## src/hw/eas_pkg.sv

```systemverilog
`default_nettype none
package eas_pkg;
   // ==========================================================
   // geometry
   localparam int ADDR_W     = 20;
   localparam int DATA_W     = 16;
   localparam int LANES      = 2;
   localparam int LANE_W     = 8;
   // ==========================================================
   // timing in ps or us as named, and clock period
   localparam int CLK_PERIOD_PS = 5000;
   localparam int SUPPLY_TO_FIRST_ACCESS_US = 100;
   localparam int ADDRESS_ACCESS_TIME_PS    = 15000;
   localparam int OUTPUT_HOLD_AFTER_ADDRESS_PS = 3000;
   localparam int DRIVE_ENABLE_ACCESS_TIME_PS  = 8000;
   localparam int SELECT_ACCESS_TIME_PS     = 15000;
   localparam int BYTE_SELECT_ACCESS_TIME_PS = 8000;
   localparam int BYTE_RELEASE_FLOAT_TIME_PS = 8000;
   localparam int DESELECT_TO_STANDBY_PS    = 15000;
   localparam int ADDRESS_TO_WRITE_END_PS   = 12000;
   localparam int DATA_SETUP_TO_WRITE_END_PS = 8000;
   localparam int BYTE_SELECT_TO_WRITE_END_PS = 12000;
   localparam int WRITE_STROBE_FLOAT_TIME_PS = 8000;
   // ==========================================================
   // derived cycle counts: least times round up
   localparam int POWER_CYC =
      (SUPPLY_TO_FIRST_ACCESS_US * 1000000 + CLK_PERIOD_PS - 1)
      / CLK_PERIOD_PS;
   localparam int READ_CYC =
      (SELECT_ACCESS_TIME_PS + CLK_PERIOD_PS - 1) / CLK_PERIOD_PS;
   localparam int WRITE_CYC =
      (BYTE_SELECT_TO_WRITE_END_PS + WRITE_STROBE_FLOAT_TIME_PS
       + CLK_PERIOD_PS - 1) / CLK_PERIOD_PS;
   localparam int DSETUP_CYC =
      (DATA_SETUP_TO_WRITE_END_PS + CLK_PERIOD_PS - 1) / CLK_PERIOD_PS;
   localparam int TURN_CYC =
      (BYTE_RELEASE_FLOAT_TIME_PS + CLK_PERIOD_PS - 1) / CLK_PERIOD_PS;
   localparam int CNT_W = 16;
   // ==========================================================
   // user request carrier
   typedef struct packed {
      logic              write;
      logic [ADDR_W-1:0] addr;
      logic [DATA_W-1:0] wdata;
      logic [LANES-1:0]  lanes;
   } eas_req_s;
   typedef struct packed {
      logic [DATA_W-1:0] rdata;
      logic              corrected;
   } eas_rsp_s;
endpackage
`default_nettype wire

```

## src/hw/eas_host.sv

```systemverilog
// What this block does
// - wait power-stable interval before first access of any kind.
// - address held stable through address-to-write-end before write end.
// - write strobe never starts before address is valid.
// - address kept valid until write-ending edge has passed.
// - data valid for data-setup interval before the write end.
// - byte selects held active long enough before write end.
// - write only while strobe, select and a lane are all low.
// - write strobe edge ends the write; timing counted from it.
// - strobe with enable high lasts float time plus byte-select-to-write-end.
// - host waits for memory release before driving write data.
// - write strobe stays high throughout every read.
// - address valid before or with chip select in reads.
`default_nettype none
module eas_host
   import eas_pkg::*;
#(
   parameter int POWER_WAIT = POWER_CYC
) (
   // clock and reset
   input  wire logic              sys_clk,
   input  wire logic              rstn,
   // user request side
   input  wire logic              reqValid,
   input  wire eas_req_s          req,
   output logic                   reqReady,
   output logic                   rspValid,
   output eas_rsp_s               rsp,
   // memory address and controls
   output logic [ADDR_W-1:0]      memAddr,
   output logic                   select_low_active,
   output logic                   select_high_active,
   output logic                   memOeN,
   output logic                   memWeN,
   output logic                   upper_byte_sel_n,
   output logic                   lower_byte_sel_n,
   // memory data pins
   input  wire logic [DATA_W-1:0] memDataIn,
   output logic [DATA_W-1:0]      memDataOut,
   output logic [DATA_W-1:0]      memDataOen,
   input  wire logic              memErrIn
);
   typedef enum logic [2:0] {
      ST_POWER, ST_IDLE, ST_READ, ST_TURN, ST_WSETUP, ST_WRITE,
      ST_WEND, ST_REL
   } eas_state_e;

   eas_state_e        state_q;
   logic [CNT_W-1:0]  cnt_q;
   logic [DATA_W-1:0] dataSync;
   logic              errSync;
   logic [LANES-1:0]  lanes_q;
   logic              write_q;

   // ==========================================================
   // pin inputs are from the memory, synchronise them
   eas_sync #(
      .W (DATA_W + 1)
   ) u_sync (
      .sys_clk (sys_clk),
      .rstn    (rstn),
      .asyncIn ({memErrIn, memDataIn}),
      .syncOut ({errSync, dataSync})
   );

   // ==========================================================
   // sequencer
   // read: select+enable, wait access time plus sync delay, sample
   // write: release bus, then drive data, strobe, end with strobe
   always_ff @(posedge sys_clk or negedge rstn) begin
      if (!rstn) begin
         state_q <= ST_POWER;
         cnt_q   <= '0;
      end else begin
         case (state_q)
            ST_POWER: begin
               if (cnt_q == CNT_W'(POWER_WAIT - 1)) begin
                  state_q <= ST_IDLE;
                  cnt_q   <= '0;
               end else begin
                  cnt_q <= cnt_q + 1'b1;
               end
            end
            ST_IDLE: begin
               cnt_q <= '0;
               if (reqValid && reqReady) begin
                  // bus was released in idle, so writes may drive
                  state_q <= req.write ? ST_WSETUP : ST_READ;
               end
            end
            ST_READ: begin
               // pins lag one cycle, then access, then two sync stages
               if (cnt_q == CNT_W'(READ_CYC + 2)) begin
                  state_q <= ST_REL;
                  cnt_q   <= '0;
               end else begin
                  cnt_q <= cnt_q + 1'b1;
               end
            end
            ST_WSETUP: begin
               state_q <= ST_WRITE; // address settles before strobe
               cnt_q   <= '0;
            end
            ST_WRITE: begin
               if (cnt_q == CNT_W'(WRITE_CYC - 1)) begin
                  state_q <= ST_WEND;
                  cnt_q   <= '0;
               end else begin
                  cnt_q <= cnt_q + 1'b1;
               end
            end
            ST_WEND: begin
               state_q <= ST_REL; // hold address past write end
               cnt_q   <= '0;
            end
            ST_REL: begin
               // memory float time before the next access
               if (cnt_q == CNT_W'(TURN_CYC - 1)) begin
                  state_q <= ST_IDLE;
                  cnt_q   <= '0;
               end else begin
                  cnt_q <= cnt_q + 1'b1;
               end
            end
            default: begin
               state_q <= ST_IDLE;
               cnt_q   <= '0;
            end
         endcase
      end
   end

   // ==========================================================
   // request capture: address, data and lanes latched once
   always_ff @(posedge sys_clk or negedge rstn) begin
      if (!rstn) begin
         memAddr    <= '0;
         memDataOut <= '0;
         lanes_q    <= '0;
         write_q    <= 1'b0;
      end else if (state_q == ST_IDLE && reqValid && reqReady) begin
         memAddr    <= req.addr; // stable until release
         memDataOut <= req.wdata;
         lanes_q    <= req.lanes;
         write_q    <= req.write;
      end
   end

   // ==========================================================
   // control pins, registered from the current state, one cycle behind it
   always_ff @(posedge sys_clk or negedge rstn) begin
      if (!rstn) begin
         select_low_active  <= 1'b1;
         select_high_active <= 1'b0;
         memOeN             <= 1'b1;
         memWeN             <= 1'b1;
         upper_byte_sel_n   <= 1'b1;
         lower_byte_sel_n   <= 1'b1;
      end else begin
         // select low and second select high only during access
         if (state_q == ST_READ || state_q == ST_WRITE) begin
            select_low_active  <= 1'b0;
            select_high_active <= 1'b1;
            lower_byte_sel_n   <= ~lanes_q[0];
            upper_byte_sel_n   <= ~lanes_q[1];
         end else begin
            select_low_active  <= 1'b1; // deselect to standby
            select_high_active <= 1'b0;
            lower_byte_sel_n   <= 1'b1;
            upper_byte_sel_n   <= 1'b1;
         end
         memOeN <= !(state_q == ST_READ);
         // strobe only in writes, never in reads
         memWeN <= !(state_q == ST_WRITE && write_q);
      end
   end

   // ==========================================================
   // data drive enables, low while driving, per lane
   genvar b;
   generate
      for (b = 0; b < LANES; b++) begin : g_lane
         always_ff @(posedge sys_clk or negedge rstn) begin
            if (!rstn) begin
               memDataOen[b*LANE_W +: LANE_W] <= '1;
            end else begin
               // drive from setup until one cycle past write end
               memDataOen[b*LANE_W +: LANE_W] <=
                  {LANE_W{!((state_q == ST_WSETUP ||
                             state_q == ST_WRITE ||
                             state_q == ST_WEND) && lanes_q[b])}};
            end
         end
      end
   endgenerate

   // ==========================================================
   // ready and read answer
   always_ff @(posedge sys_clk or negedge rstn) begin
      if (!rstn) begin
         reqReady <= 1'b0;
         rspValid <= 1'b0;
         rsp      <= '0;
      end else begin
         reqReady <= (state_q == ST_REL && cnt_q == CNT_W'(TURN_CYC - 1))
                     || (state_q == ST_POWER
                         && cnt_q == CNT_W'(POWER_WAIT - 1))
                     || (state_q == ST_IDLE && !reqValid);
         rspValid <= 1'b0;
         if (state_q == ST_READ && cnt_q == CNT_W'(READ_CYC + 2)) begin
            rspValid      <= 1'b1;
            rsp.rdata     <= dataSync; // corrected word
            rsp.corrected <= errSync;
         end
      end
   end
endmodule
`default_nettype wire

```

## src/hw/eas_sync.sv

```systemverilog
`default_nettype none
module eas_sync
   import eas_pkg::*;
#(
   parameter int W = 1
) (
   // clock and reset
   input  wire logic         sys_clk,
   input  wire logic         rstn,
   // level in and out
   input  wire logic [W-1:0] asyncIn,
   output logic      [W-1:0] syncOut
);
   logic [W-1:0] meta_q;
   // ==========================================================
   // two stage synchroniser, per bit
   genvar i;
   generate
      for (i = 0; i < W; i++) begin : g_bit
         always_ff @(posedge sys_clk or negedge rstn) begin
            if (!rstn) begin
               meta_q[i]  <= 1'b0;
               syncOut[i] <= 1'b0;
            end else begin
               meta_q[i]  <= asyncIn[i];
               syncOut[i] <= meta_q[i];
            end
         end
      end
   endgenerate
endmodule
`default_nettype wire

```

## config.mk

```make
export PLATFORM = sky130hd
export DESIGN_NAME = eas_host
export DESIGN_NICKNAME = d
export VERILOG_FILES = /design/src/hw/eas_pkg.sv /design/src/hw/eas_host.sv /design/src/hw/eas_sync.sv
export SDC_FILE = /design/constraint.sdc
export NUM_CORES = 1
export LEC_CHECK = 0
export ABC_AREA = 1
export BUFFER_PORTS_ARGS = -buffer_cell sky130_fd_sc_hd__buf_2
export CORE_UTILIZATION = 56
export DETAILED_ROUTE_END_ITERATION = 16
export PLACE_DENSITY = 0.85
export REMOVE_ABC_BUFFERS = 1
export SYNTH_ARGS = -nofsm -noshare
export SYNTH_HDL_FRONTEND = slang
export SYNTH_SLANG_ARGS = --single-unit
```

## constraint.sdc

```tcl
create_clock -name sys_clk -period 3.4 [get_ports sys_clk]
set_input_delay 0.17 -clock sys_clk [delete_from_list [all_inputs] [get_ports sys_clk]]
set_output_delay 0.17 -clock sys_clk [all_outputs]
set_load 0.01 [all_outputs]
```

==> reports/qor.yml <==
clock_network:
  ctsHoldBuffers: 58
  cts_resized: 0
  clockBufferDepth: 2
  cts_made_buffers: 17
  cts.clk_slew.worst_paths_ps: 70
  cts_setup_buffers: 0
  cts.sinks: 119
  root_buffer: "clkbuf_8"
  insertion_delay_ps: 520
  cts_tree: "done"
  htreeDepth: 4
power_and_ir_drop:
  power.density_nw_per_um2: 862
  p_leak_nw: 3.46
  vdd_drop_max_uv: 634
  switching_power_w: 0.00200
  power_frac_comb: 0.292
  internal_power_w: 0.00372
  swShare: 0.350
  seqPwrFrac: 0.367
  power_w: 0.00572
  clockPowerShare: 0.342
worst_setup_path:
  critPathRequiredTime_ps: 3790
  crit_type: "flop to flop"
  cp-start-kind: "flop"
  reg2reg_to: "memAddr[5]$_DFFE_PN0P_"
  worstPathArrival_ps: 2680
  cpPeakStageDelay_ps: 510
  cp-end-kind: "flop"
  r2r_slack_ps: 1110
  reg2reg_depth: 7
  path_cells: "inv_1 > nor2_4 > nand2_1 > inv_2 > nand2_2 > buf_4 > mux2_4"
  crit_slowest_cell: "buf_4"
  path_max_fanout: 23
  reg2reg_from: "state_q[0]$_DFFE_PN0P_"
drt:
  num_vias: 4033
  dr.pass1.iters: 5
  antenna_left: 0
  viasPerCell: 5.74
  drtIter0Drc: 464
  wl_mm: 15.7
  drcViolationCount: 0
  wl_per_cell_um: 22.3
synthesis:
  synthDistinctLibCells: 31
  synth-seq-cells: 119
  synth-simple-area-share: 0.140
  synth_xor_area_frac: 0.0128
  avgSynthCellArea_um2: 12.2
  async_flop_share: 1.00
  synthAdderAreaFrac: 0.00523
  synth_enable_flop_cells: 0
  syn_inst: 391
  synth_mux_area_frac: 0.119
  yosysWarningCount: 0
  netlist_area_um2: 4790
  synth_compound_area_frac: 0.0395
  ys.flop_type: "dfrtp_1"
  synth_top_family_by_area: "simple AND/OR/NAND/NOR gates"
  seq_area_frac_synth: 0.624
floorplan:
  die-area_um2: 8920
  row_count: 33
  die_x_um: 94.4
  die_height_um: 94.4
  io_pins: 136
  start_util: 0.580
  core_um2: 8260
sta:
  finalHoldViolCount: 0
  tns_ps: 0
  max_slew_margin: 0.514
  timing.final.crit_period_ps: 2290
  finalSetupViolCount: 0
  rsz0062_at_grt: "no"
  tightest_slew_ps: 729
  fin_hold_ws_ps: 261
  worst_clock_skew_ps: 20.4
  drv_slew: 0
  setup_ws_ps: 1110
  finalCritPeriodShare: 0.673
  fmax_ghz: 0.437
placement:
  post-place-ws_ps: 1290
  hpwl_mm: 6.81
  gp_congestion: 0.898
  place_area_um2: 5430
  port_buffers: 135
global_route:
  grt_pass1_wl_mm: 24.0
  overflow: 0
  grt_max_degree: 58
  grt_util_all_layers: 0.378
  grt_pass1_vias: 4284
  antenna_found_initial: 1
final_layout:
  drive_gt1_frac: 0.394
  seqCellArea_um2: 2990
  multi_input_area_um2: 1510
  nNetsFinal: 645
  synthToLayoutAreaGrowth_pct: 38.7
  final_area_um2: 6640
  nFillCells: 373
worst_hold_path:
  hold_class: "input port to async pin"
status:
  outcome: "complete, no violations"
flow_run:
  cap_violations: 0
==> power by group through the flow <==
stage	Clock (W)	Combinational [W]	Sequential (W)
2_1_floorplan	0	0.000712	0.00215
3_3_place_gp	0	0.00136	0.00199
3_5_place_dp	0	0.00143	0.00200
4_1_cts	0.00192	0.00153	0.00201
5_1_grt	0.00203	0.00174	0.00210
6_report	0.00196	0.00167	0.00210
==> cells in the mapped netlist, drive strengths merged, types with 2 or more instances <==
cell type / n / area share
a31oi: 2 / 0.0026
buf: 22 / 0.039
o211ai: 2 / 0.0031
nand3: 14 / 0.015
dfrtp: 112 / 0.59
xor2: 6 / 0.011
nor3: 6 / 0.0063
dfstp: 7 / 0.038
ha: 2 / 0.0052
nand2: 80 / 0.068
a21oi: 3 / 0.0031
o21ai: 22 / 0.023
nor2: 44 / 0.049
mux2: 38 / 0.12
inv: 25 / 0.020
==> state kept, by name, summed over array words and instances, names as in the netlist, 2 cells and up <==
name	count
cnt_q	16
lanes_q	2
memAddr	20
memDataOen	2
memDataOut	16
rsp	17
state_q	3
u_sync.meta_q	17
u_sync.syncOut	17
==> worst max-delay path, delay by kind of cell (launching register included) <==
| kind | cells | cell delay [ps] |
|---|---|---|
| buf+inv | 3 | 740 |
| flops | 1 | 430 |
| mux | 1 | 350 |
| simple gates | 3 | 630 |
==> worst max-delay path by stage <==
stage,start,cells after the start,to,slack (ps)
after floorplan,state_q[0]$_DFFE_PN0P_,6,lanes_q[0]$_DFFE_PN0P_,1490
after global placement,state_q[0]$_DFFE_PN0P_,7,memAddr[0]$_DFFE_PN0P_,1370
after detailed placement,state_q[0]$_DFFE_PN0P_,7,memAddr[5]$_DFFE_PN0P_,1290
after CTS,state_q[0]$_DFFE_PN0P_,7,memDataOut[0]$_DFFE_PN0P_,1260
after global routing,state_q[2]$_DFFE_PN0P_,6,memAddr[3]$_DFFE_PN0P_,1090
final,state_q[0]$_DFFE_PN0P_,7,memAddr[5]$_DFFE_PN0P_,1110
==> area by class of cell <==
cell class,count,area share
Antenna cell,1,0.000377
Clock buffer,19,0.0650
Clock inverter,13,0.0290
Inverter,25,0.0145
Multi-Input combinational cell,225,0.228
Sequential cell,119,0.450
Tap cell,105,0.0198
Timing Repair Buffer,196,0.193
==> routing by layer <==
layer / vias to the layer above / share of wire / global-route usage
met5: - / 0 / 0
met4: 0 / 0.066 / 0.238
met3: 106 / 0.11 / 0.133
met2: 379 / 0.48 / 0.604
met1: 1910 / 0.35 / 0.433
li1: 1638 / - / -
==> through the flow <==
| step | utilization | cells |
|---|---|---|
| finish | 0.804 | 703 |
| global route | 0.804 | 703 |
| detailed placement | 0.657 | 612 |
| floorplan | - | 369 |
| CTS | 0.803 | 702 |
| global placement | 0.657 | 612 |
==> cells in the final DEF (no fill, tap or decap), types with 3 or more instances in the layout <==
master	instances
buf_2	134
dfrtp_1	112
nand2_1	73
dlygate4sd3_1	58
mux2_4	38
nor2_1	36
inv_1	20
o21ai_0	19
clkbuf_16	16
nand3_1	14
dfstp_2	7
nor3_1	6
xor2_1	6
nand2_2	5
nor2_4	4
inv_2	4
bufinv_16	4
buf_4	4
a21oi_1	3
o21ai_1	3
clkinv_4	3
inv_6	3
==> kinds of logic (layout without fill, tap and decap cells) <==
kind of cell,after synthesis,after routing
AO/OA/AOI/OAI,33,33
other,0,1
buffers and inverters,47,253
adder cells (fa/ha/maj),2,2
multiplexers,38,38
flip-flops,119,119
AND/OR/NAND/NOR,145,145
XOR/XNOR,7,7
Note: power is estimated with default switching activity, not from simulation.
